[config.mk]
export PLATFORM = sky130hd
export DESIGN_NAME = afpm_ctrl
export DESIGN_NICKNAME = d
export VERILOG_FILES = /design/src/include/afpm_pkg.sv /design/src/rtl/afpm_ctrl.sv
export SDC_FILE = /design/constraint.sdc
export NUM_CORES = 1
export LEC_CHECK = 0
export BUFFER_PORTS_ARGS = -buffer_cell sky130_fd_sc_hd__buf_2
export CAP_MARGIN = 15
export CORE_ASPECT_RATIO = 0.9
export CORE_UTILIZATION = 25
export DETAILED_ROUTE_END_ITERATION = 10
export PLACE_DENSITY = 0.42
export RECOVER_POWER = 50
export SYNTH_ARGS = -nofsm -noshare
export SYNTH_HDL_FRONTEND = slang
export SYNTH_SLANG_ARGS = --single-unit
[constraint.sdc]
create_clock -name clk_sys -period 2.5 [get_ports clk_sys]
set_input_delay 0.125 -clock clk_sys [delete_from_list [all_inputs] [get_ports clk_sys]]
set_output_delay 0.125 -clock clk_sys [all_outputs]
set_load 0.01 [all_outputs]
[src/include/afpm_pkg.sv]
package afpm_pkg;
    localparam int unsigned CNT_W = 5;
    localparam logic [4:0] PD_LO_EDGE = 5'h02;
    localparam logic [4:0] PD_HI_EDGE = 5'h0a;
    localparam logic [4:0] FRAME_EDGES = 5'h10;
    localparam logic [4:0] LEAD_ZEROS = 5'h04;
    localparam logic [1:0] RES_12 = 2'h0;
    localparam logic [1:0] RES_10 = 2'h1;
    localparam logic [1:0] RES_8 = 2'h2;
    localparam logic [11:0] RESULT_RST = 12'h000;
    typedef enum logic [1:0] {
        AFPM_NORMAL,
        AFPM_DOWN,
        AFPM_WAKING
    } afpm_pwr_t;
endpackage

[src/rtl/afpm_ctrl.sv]
// Summary of operation
// - Chip-select rise point picks normal or power-down
// - Chip-select fall samples input, starts conversion
// - Rise after tenth edge aborts, stays powered
// - Twelve-bit frame takes sixteen serial clocks
// - Ten-bit and eight-bit frames also take sixteen clocks
// - Power-down window between second and tenth edges
// - Rise in window powers down, aborts, tristates
// - Rise before second edge keeps normal mode
// - Analog circuitry off while powered down
// - Fall in power-down starts wake-up
// - Fully powered after sixteen dummy clocks
// - Early rise in wake frame returns power-down
// - Sixteen-bit word, four zeros, MSB first
// - Serial clock shifts data and drives conversion
// - Select fall holds sample, drives output
// - Output released on sixteenth falling edge
module afpm_ctrl (
    input wire logic clk_sys,
    input wire logic rst_n,
    input wire logic cs_n,
    input wire logic sclk,
    input wire logic [1:0] res_sel,
    input wire logic [11:0] conv_result,
    output logic serial_result_out,
    output logic serial_result_oe,
    output logic sample_hold,
    output logic conv_start,
    output logic conv_step,
    output logic analog_on,
    output logic pwr_not_ready
);
    // ------------------------------------------------------------
    // Input synchronisers
    // ------------------------------------------------------------
    logic cs_s1_q, cs_s2_q, cs_s3_q;
    logic ck_s1_q, ck_s2_q, ck_s3_q;

    always_ff @(posedge clk_sys) begin
        if (!rst_n) begin
            cs_s1_q <= 1'b1;
            cs_s2_q <= 1'b1;
            cs_s3_q <= 1'b1;
            ck_s1_q <= 1'b1;
            ck_s2_q <= 1'b1;
            ck_s3_q <= 1'b1;
        end else begin
            cs_s1_q <= cs_n;
            cs_s2_q <= cs_s1_q;
            cs_s3_q <= cs_s2_q;
            ck_s1_q <= sclk;
            ck_s2_q <= ck_s1_q;
            ck_s3_q <= ck_s2_q;
        end
    end

    wire cs_fall = cs_s3_q && !cs_s2_q;
    wire cs_rise = !cs_s3_q && cs_s2_q;
    wire ck_fall = ck_s3_q && !ck_s2_q && !cs_s2_q;

    // ------------------------------------------------------------
    // Frame state
    // ------------------------------------------------------------
    afpm_pkg::afpm_pwr_t pwr_q, pwr_d;
    logic [4:0] edges_q, edges_d;
    logic active_q, active_d;
    logic [15:0] word_q, word_d;
    logic oe_q, oe_d;
    logic sdo_q, sdo_d;

    function automatic logic [15:0] afpm_pack(input logic [1:0] res,
                                               input logic [11:0] r);
        logic [15:0] w;
        w = 16'h0000;
        case (res)
            afpm_pkg::RES_10: w = {4'h0, r[9:0], 2'h0};
            afpm_pkg::RES_8:  w = {4'h0, r[7:0], 4'h0};
            default:          w = {4'h0, r};
        endcase
        return w;
    endfunction

    // Bit 15 leaves at the select fall, so all sixteen fit in one frame
    wire [15:0] packed_w = afpm_pack(res_sel, conv_result);

    wire last_edge = ck_fall && (edges_q == afpm_pkg::FRAME_EDGES - 5'h01);
    // Count reached before the rise; edges_q holds falling edges so far
    wire in_pd_win = (edges_q >= afpm_pkg::PD_LO_EDGE) &&
                     (edges_q < afpm_pkg::PD_HI_EDGE);
    wire below_ten = edges_q < afpm_pkg::PD_HI_EDGE;

    always_comb begin
        pwr_d = pwr_q;
        edges_d = edges_q;
        active_d = active_q;
        word_d = word_q;
        oe_d = oe_q;
        sdo_d = sdo_q;
        if (cs_fall) begin
            active_d = 1'b1;
            edges_d = '0;
            oe_d = 1'b1;
            sdo_d = packed_w[15];
            word_d = {packed_w[14:0], 1'b0};
            if (pwr_q == afpm_pkg::AFPM_DOWN) begin
                pwr_d = afpm_pkg::AFPM_WAKING;
            end
        end else if (cs_rise && active_q) begin
            active_d = 1'b0;
            oe_d = 1'b0;
            if (pwr_q == afpm_pkg::AFPM_WAKING) begin
                if (below_ten) begin
                    pwr_d = afpm_pkg::AFPM_DOWN;
                end
            end else if (in_pd_win) begin
                pwr_d = afpm_pkg::AFPM_DOWN;
            end
            // Normal-mode rise before second edge leaves mode alone
        end else if (ck_fall && active_q) begin
            edges_d = edges_q + 5'h01;
            sdo_d = word_q[15];
            word_d = {word_q[14:0], 1'b0};
            if (last_edge) begin
                active_d = 1'b0;
                oe_d = 1'b0;
                if (pwr_q == afpm_pkg::AFPM_WAKING) begin
                    pwr_d = afpm_pkg::AFPM_NORMAL;
                end
            end
        end
    end

    always_ff @(posedge clk_sys) begin
        if (!rst_n) begin
            pwr_q <= afpm_pkg::AFPM_NORMAL;
            edges_q <= '0;
            active_q <= 1'b0;
            word_q <= '0;
            oe_q <= 1'b0;
            sdo_q <= 1'b0;
        end else begin
            pwr_q <= pwr_d;
            edges_q <= edges_d;
            active_q <= active_d;
            word_q <= word_d;
            oe_q <= oe_d;
            sdo_q <= sdo_d;
        end
    end

    // ------------------------------------------------------------
    // Outputs
    // ------------------------------------------------------------
    assign serial_result_out = sdo_q;
    assign serial_result_oe = oe_q;
    assign sample_hold = active_q;
    assign conv_start = cs_fall;
    assign conv_step = ck_fall && active_q;
    assign analog_on = (pwr_q != afpm_pkg::AFPM_DOWN);
    assign pwr_not_ready = (pwr_q != afpm_pkg::AFPM_NORMAL);

    // ------------------------------------------------------------
    // Checks
    // ------------------------------------------------------------
    pd_window_a: assert property (
        @(posedge clk_sys) disable iff (!rst_n)
        (cs_rise && active_q && pwr_q == afpm_pkg::AFPM_NORMAL && in_pd_win)
        |=> pwr_q == afpm_pkg::AFPM_DOWN)
        else $error("no power-down in window");
    pd_off_a: assert property (
        @(posedge clk_sys) disable iff (!rst_n)
        (cs_rise && active_q && pwr_q == afpm_pkg::AFPM_NORMAL && in_pd_win)
        |=> !analog_on && !oe_q && !sample_hold)
        else $error("still powered after window rise");
    early_rise_a: assert property (
        @(posedge clk_sys) disable iff (!rst_n)
        (cs_rise && active_q && pwr_q == afpm_pkg::AFPM_NORMAL &&
         edges_q < afpm_pkg::PD_LO_EDGE) |=> pwr_q == afpm_pkg::AFPM_NORMAL)
        else $error("glitch powered down");
    late_rise_a: assert property (
        @(posedge clk_sys) disable iff (!rst_n)
        (cs_rise && active_q && !below_ten &&
         pwr_q == afpm_pkg::AFPM_NORMAL)
        |=> pwr_q == afpm_pkg::AFPM_NORMAL && !oe_q)
        else $error("late rise wrong");
    wake_start_a: assert property (
        @(posedge clk_sys) disable iff (!rst_n)
        (cs_fall && pwr_q == afpm_pkg::AFPM_DOWN)
        |=> pwr_q == afpm_pkg::AFPM_WAKING && analog_on)
        else $error("wake not started");
    wake_abort_a: assert property (
        @(posedge clk_sys) disable iff (!rst_n)
        (cs_rise && active_q && pwr_q == afpm_pkg::AFPM_WAKING && below_ten)
        |=> pwr_q == afpm_pkg::AFPM_DOWN)
        else $error("wake not aborted");
    wake_done_a: assert property (
        @(posedge clk_sys) disable iff (!rst_n)
        (last_edge && active_q && !cs_fall && !cs_rise &&
         pwr_q == afpm_pkg::AFPM_WAKING)
        |=> pwr_q == afpm_pkg::AFPM_NORMAL)
        else $error("wake not done");
    release_a: assert property (
        @(posedge clk_sys) disable iff (!rst_n)
        (last_edge && active_q && !cs_fall && !cs_rise)
        |=> !oe_q && !active_q)
        else $error("output not released");
    drive_a: assert property (
        @(posedge clk_sys) disable iff (!rst_n)
        cs_fall |=> oe_q && sample_hold && edges_q == 5'h00)
        else $error("frame not opened");
    first_bit_a: assert property (
        @(posedge clk_sys) disable iff (!rst_n)
        cs_fall |=> serial_result_out == $past(packed_w[15]))
        else $error("first bit wrong");
    shift_a: assert property (
        @(posedge clk_sys) disable iff (!rst_n)
        (conv_step && !cs_fall && !last_edge)
        |=> serial_result_out == $past(word_q[15]))
        else $error("bit not shifted");
    flag_a: assert property (
        @(posedge clk_sys) disable iff (!rst_n)
        pwr_not_ready == (pwr_q != afpm_pkg::AFPM_NORMAL) &&
        (analog_on || pwr_not_ready))
        else $error("power flag wrong");
endmodule

==> metrics.yaml, run 1 <==
run_status:
  status: "complete, but fails checks"
  violations: "DRC"
route:
  vias: 1208
  wl_met1_mm: 1.56
  wl_per_cell_um: 12.5
  routed_wl_mm: 3.14
  wl_met3_um: 84
  routed.top_layer: "met4"
  ant_nets: 0
  drc_errors: 2
  drt_first_pass_iters: 7
  vias_per_cell: 4.81
  drt-initial-drc-count: 33
  wl_met2_mm: 1.43
placed_design:
  numPortBuffers: 24
  dpl.hpwl_mm: 2.24
  preCtsSetupSlack_ns: 0.612
  gp_congestion: 0.645
worst_hold_path:
  hold_class: "in2reg"
  worstHoldStart: "cs_n"
cells_and_area:
  antenna_cells: 0
  top_regs: "word_q: 15 flops, edges_q: 5 flops, pwr_q: 2 flops"
  largest_register: "word_q"
  fin_util_pct: 30.2
  layout_common_cells: "30 x dfxtp_1, 21 x a211oi_1, 20 x nor2_1, 18 x buf_2, 15 x mux2i_1"
  multi_input_area_sq_um: 815
  drive_above_1_share_pct: 18.8
  largest_reg_flops: 15
  nNetsFinal: 203
  regArea_sq_um: 601
  area_growth_pct: 14.9
  n_fill_cell: 592
  layout_commonest_cell: "dfxtp_1"
timing:
  max_freq_mhz: 530
  worstMarginPinSlew_ns: 0.674
  setup_ws_ns: 0.613
  maxSlewViolCount: 0
  hold_viol: 0
  rsz0062_at_grt: "false"
  hold_ws_ns: 0.0252
  finalSetupViolations: 0
  fin_setup_tns_ns: 0
  slew-limit-headroom_pct: 55.1
  post-route-period-util_pct: 75.5
  clock_skew_ns: 0.0103
  min_period_ns: 1.89
power:
  power_density_mw_per_mm2: 568
  p_switching_w: 0.000239
  swShare_pct: 24.1
  leakage_nw: 0.631
  power_frac_seq_pct: 50.6
  clockPowerShare_pct: 40.3
  internal_power_w: 0.000751
  ir_worst_vdd_mv: 0.192
  combPwrFrac_pct: 9.0
yosys:
  synthAdderAreaFrac_pct: 4.13
  yosys_most_used_dff: "dfxtp_1"
  synth_simple_gate_area_share_pct: 16.4
  yosysWarnings: 0
  syn-cell-area_sq_mm: 0.00152
  synth_xor_area_share_pct: 1.73
  synth_edf_count: 0
  synth_mux_area_share_pct: 9.90
  synth_top_family_by_area: "compound AO/OA/AOI/OAI gates"
  synthArstFlopShare_pct: 0
  syn_inst: 160
  synthDistinctLibCells: 37
  yosysSeqAreaShare_pct: 39.6
  synth.net_count: 183
  syn_avg_cell_area_sq_um: 9.48
  ys_ff_latch: 30
  synth_compound_area_share_pct: 21.5
floorplanning:
  rows: 26
  dieArea_sq_mm: 0.00638
  pin_count: 25
  die_y_um: 75.9
  dieWidth_um: 84.1
  core_area_sq_mm: 0.00576
  initial_core_util_pct: 26.3
cts:
  tritoncts: "done"
  clk_latency_ns: 0.28
  clkSinkCount: 30
  post_cts_buffers: 0
  htreeDepth: 2
  cts-root-buf: "clkbuf_8"
  cts_max_path_buffers: 2
  cts_buffers: 5
  clk_pin_slew_ns: 0.06
  cts_resized: 0
  ctsHoldBuffers: 0
global_routing:
  grt_pass1_wl_mm: 5.42
  grt_pass1_vias: 1151
  grt_start_max_net_pins: 26
  track_usage_pct: 11.0
  antenna_found_initial: 0
  overflow: 0
job:
  max_cap_viol_count: 0
critical_path:
  path_max_fanout: 6
  arrival_ns: 2.09
  start_kind: "register"
  worstSetupPathType: "reg2reg"
  cp.required_ns: 2.70
  endpoint_kind: "register"
  crit_path_start: "edges_q[1]$_SDFFE_PP0P_"
  rr_startpoint: "edges_q[1]$_SDFFE_PP0P_"
power by group through the flow:
stage                     sequential, W  combinational [W]  clock [W]
final                          0.000501          0.0000895   0.000399
after global placement         0.000511          0.0000883          0
after CTS                      0.000501          0.0000901   0.000410
after floorplan                0.000509          0.0000619          0
after detailed placement       0.000511          0.0000892          0
after global routing           0.000503           0.000101   0.000441
layout make-up:
class	instances	share of cell area [%]
clock buffer	7	4.96
clock inverter	1	0.287
inverter	6	1.29
multi-input combinational	111	46.8
sequential	30	34.5
tap	70	5.03
timing repair buffer	26	7.18
metrics by stage:
stage / std cells / cell area, sq um / total power (W)
floorplan: 160 / 1520 / 0.000571
global placement: 243 / 1660 / 0.000599
detailed placement: 243 / 1660 / 0.000601
CTS: 251 / 1750 / 0.00100
global route: 251 / 1740 / 0.00104
finish: 251 / 1740 / 0.000990
cell usage after synthesis (4+ instances only):
master    number  area [sq um]
inv_1          5          18.8
buf_4          4          30.0
a211oi_1      21           158
nor2_1        20          75.1
dfxtp_1       30           601
a22oi_1        8          60.1
ha_1           5          62.6
mux2i_1       15           150
nand2b_1       8          50.1
nand2_1        5          18.8
clkbuf_1       7          26.3
a21oi_1        4          20.0
final timing paths:
check        slack (ns)  cells past startpoint                    end
max                0.61                      8  pwr_q[0]$_SDFFE_PN0P_
min                0.03                      2     cs_s1_q$_SDFF_PN1_
max reg2reg        0.61                      8  pwr_q[0]$_SDFFE_PN0P_
min reg2reg        0.40                      1     cs_s2_q$_SDFF_PN1_
kinds of logic after synthesis:
logic type	Yosys count
AO/OA/AOI/OAI	42
XOR/XNOR	3
adder cells (fa/ha/maj)	5
buffers and inverters	19
flip-flops	30
multiplexers	15
AND/OR/NAND/NOR	46
critical path, cell delays in order (launching register included):
cell     delay (ns)
dfxtp_1        0.41
ha_1           0.20
and3_1         0.16
ha_1           0.13
and3b_1        0.14
o21ai_0        0.07
o21a_2         0.23
or3b_1         0.34
a21oi_1        0.13
per-layer routing:
| metal | vias up | track usage (%) |
|---|---|---|
| li1 | 623 | - |
| met1 | 562 | 13.7 |
| met2 | 16 | 17.7 |
| met3 | 7 | 2.93 |
| met4 | 0 | 6.32 |
| met5 | - | 0 |
Note: power is estimated with default switching activity, not from simulation.
==> run 2, diff against run 1 <==
==> constraint.sdc (replaced) <==
create_clock -name clk_sys -period 1.9 [get_ports clk_sys]
set_input_delay 0.095 -clock clk_sys [delete_from_list [all_inputs] [get_ports clk_sys]]
set_output_delay 0.095 -clock clk_sys [all_outputs]
set_load 0.01 [all_outputs]
==> metrics.yaml, run 2 (same netlist as run 1, synthesis figures left out) <==
cells_and_area:
  n_fill_cell: 590  # -0.34%
  largest_reg_flops: 15  # unchanged
  drive_above_1_share_pct: 19.1  # +0.34 points
  regArea_sq_um: 601  # unchanged
  top_regs: "word_q: 15 flops, edges_q: 5 flops, pwr_q: 2 flops"
  multi_input_area_sq_um: 815  # unchanged
  layout_common_cells: "30 x dfxtp_1, 21 x a211oi_1, 20 x nor2_1, 18 x buf_2, 15 x mux2i_1"
  nNetsFinal: 207  # +2.0%
  area_growth_pct: 16.6
  layout_commonest_cell: "dfxtp_1"
  design_area_sq_mm: 0.00177  # +1.5%
  antenna_cells: 0  # unchanged
  largest_register: "word_q"
  final_cells: 253  # +0.80%
timing:
  hold_viol: 0  # unchanged
  clock_skew_ns: 0.00671  # -0.00357 ns
  maxSlewViolCount: 0  # unchanged
  hold_ws_ns: 0.00902  # -0.0162 ns
  worstMarginPinSlew_ns: 0.441  # -0.233 ns
  max_freq_mhz: 558  # +5.3%
  fin_setup_tns_ns: 0  # unchanged
  slew-limit-headroom_pct: 70.5  # +15 points
  rsz0062_at_grt: "false"
  min_period_ns: 1.79  # -0.0957 ns
  finalSetupViolations: 0  # unchanged
  post-route-period-util_pct: 94.3  # +19 points
critical_path:
  cp_num_cells: 8  # unchanged
  start_kind: "register"
  reg2reg_depth: 8  # unchanged
  cp.required_ns: 2.10  # -0.60 ns
  path_max_fanout: 4  # -2
  slowest_stage: "or3b_1"
  worstSetupPathType: "reg2reg"
  cp_top_family: "simple AND/OR/NAND/NOR gates"
  crit_buf_inv: 0  # unchanged
  endpoint_kind: "register"
  crit_chain: "ha_1, and3_1, ha_1, and3b_1, o21ai_0, o21a_2, or3b_1, a21oi_1"
  slowest_delay_ns: 0.35  # -0.06 ns
  arrival_ns: 1.99  # -0.10 ns
  crit_top_cell: "ha_1"
placed_design:
  dp.cells: 246  # +1.2%
  placed_area_sq_mm: 0.00168  # +1.4%
  dpl.hpwl_mm: 2.27  # +1.2%
  numPortBuffers: 24  # unchanged
  gp_congestion: 0.646  # +0.14%
run_status:
  status: "complete, but fails checks"
  violations: "DRC"
cts:
  clkSinkCount: 30  # unchanged
  cts_buffers: 5  # unchanged
  htreeDepth: 2  # unchanged
  cts_max_path_buffers: 2  # unchanged
  cts_resized: 0  # unchanged
  clk_latency_ns: 0.27  # about the same
  tritoncts: "done"
  cts-root-buf: "clkbuf_8"
  clk_pin_slew_ns: 0.06  # about the same
power:
  finalPower_w: 0.00127  # +29%
  leakage_nw: 0.649  # +2.8%
  power_density_mw_per_mm2: 721  # +27%
  ir_worst_vdd_mv: 0.304  # +58%
job:
  max_cap_viol_count: 0  # unchanged
route:
  routed_wl_mm: 3.05  # -2.7%
  vias_per_cell: 4.85  # +0.69%
  drt-initial-drc-count: 51  # +55%
  ant_nets: 0  # unchanged
  vias: 1226  # +1.5%
  drt_first_pass_iters: 7  # unchanged
  wl_per_cell_um: 12.1  # -3.5%
  drc_errors: 2  # unchanged
floorplanning:
  rows: 26  # unchanged
  die_y_um: 75.9  # unchanged
  initial_core_util_pct: 26.3  # unchanged
  pin_count: 25  # unchanged
  core_area_sq_mm: 0.00576  # unchanged
  dieArea_sq_mm: 0.00638  # unchanged
  dieWidth_um: 84.1  # unchanged
worst_hold_path:
  hold_class: "in2reg"
  min_path_cells: 2  # unchanged
global_routing:
  track_usage_pct: 10.2  # -0.85 points
  antenna_found_initial: 0  # unchanged
  grt_pass1_vias: 1067  # -7.3%
  overflow: 0  # unchanged
  grt_start_max_net_pins: 25  # -3.8%
  grt_pass1_wl_mm: 4.98  # -8.2%
==> run 2: worst register-to-register path, delay by kind of cell (launching register included) <==
kind | cells | cell delay [ns]
adder cells (fa/ha/maj) | 2 | 0.30
AND/OR/NAND/NOR | 3 | 0.66
flip-flops | 1 | 0.33
AO/OA/AOI/OAI | 3 | 0.43
==> run 2: where the power goes <==
group | internal [W] | switching, W | leakage [nW] | total [W]
logic | 0.0000515 | 0.0000702 | 0.362 | 0.000122
clock network | 0.000279 | 0.000215 | 0.0431 | 0.000493
registers | 0.000648 | 0.0000104 | 0.244 | 0.000659
==> run 2: metrics by stage <==
step / utilization (%) / worst slack [ns]
floorplan: - / 0.153
global placement: 29.2 / 0.168
detailed placement: 29.2 / 0.127
CTS: 30.8 / 0.102
global route: 30.7 / 0.00641
finish: 30.7 / 0.108
==> run 2: cell type report <==
| cell class | count | area share, % |
|---|---|---|
| flip-flops and latches | 30 | 34.0 |
| clock buffers | 6 | 4.67 |
| well taps | 70 | 4.95 |
| repair buffers | 30 | 9.06 |
| multi-input cells | 111 | 46.1 |
| inverters | 6 | 1.27 |
==> run 2: path summary, 6_finish.rpt <==
kind                           start                     to  slack, ns
max reg2reg  edges_q[0]$_SDFFE_PP0P_  pwr_q[0]$_SDFFE_PN0P_       0.11
min reg2reg       ck_s1_q$_SDFF_PN1_     ck_s2_q$_SDFF_PN1_       0.40
max          edges_q[0]$_SDFFE_PP0P_  pwr_q[0]$_SDFFE_PN0P_       0.11
min                             cs_n     cs_s1_q$_SDFF_PN1_      0.009
==> run 2: timing repair <==
action                    CTS  global route
hold endpoints to repair    1             0
setup buffers               0             0
hold buffers                1             0
==> run 2: routing by layer <==
metal  up-vias  global-route usage [%]  wire [um]
met5         -                       0          0
met1       574                    13.2       1510
met3         7                    3.25        125
met2        23                    15.9       1370
met4         0                    4.02         42
li1        622                       -          -
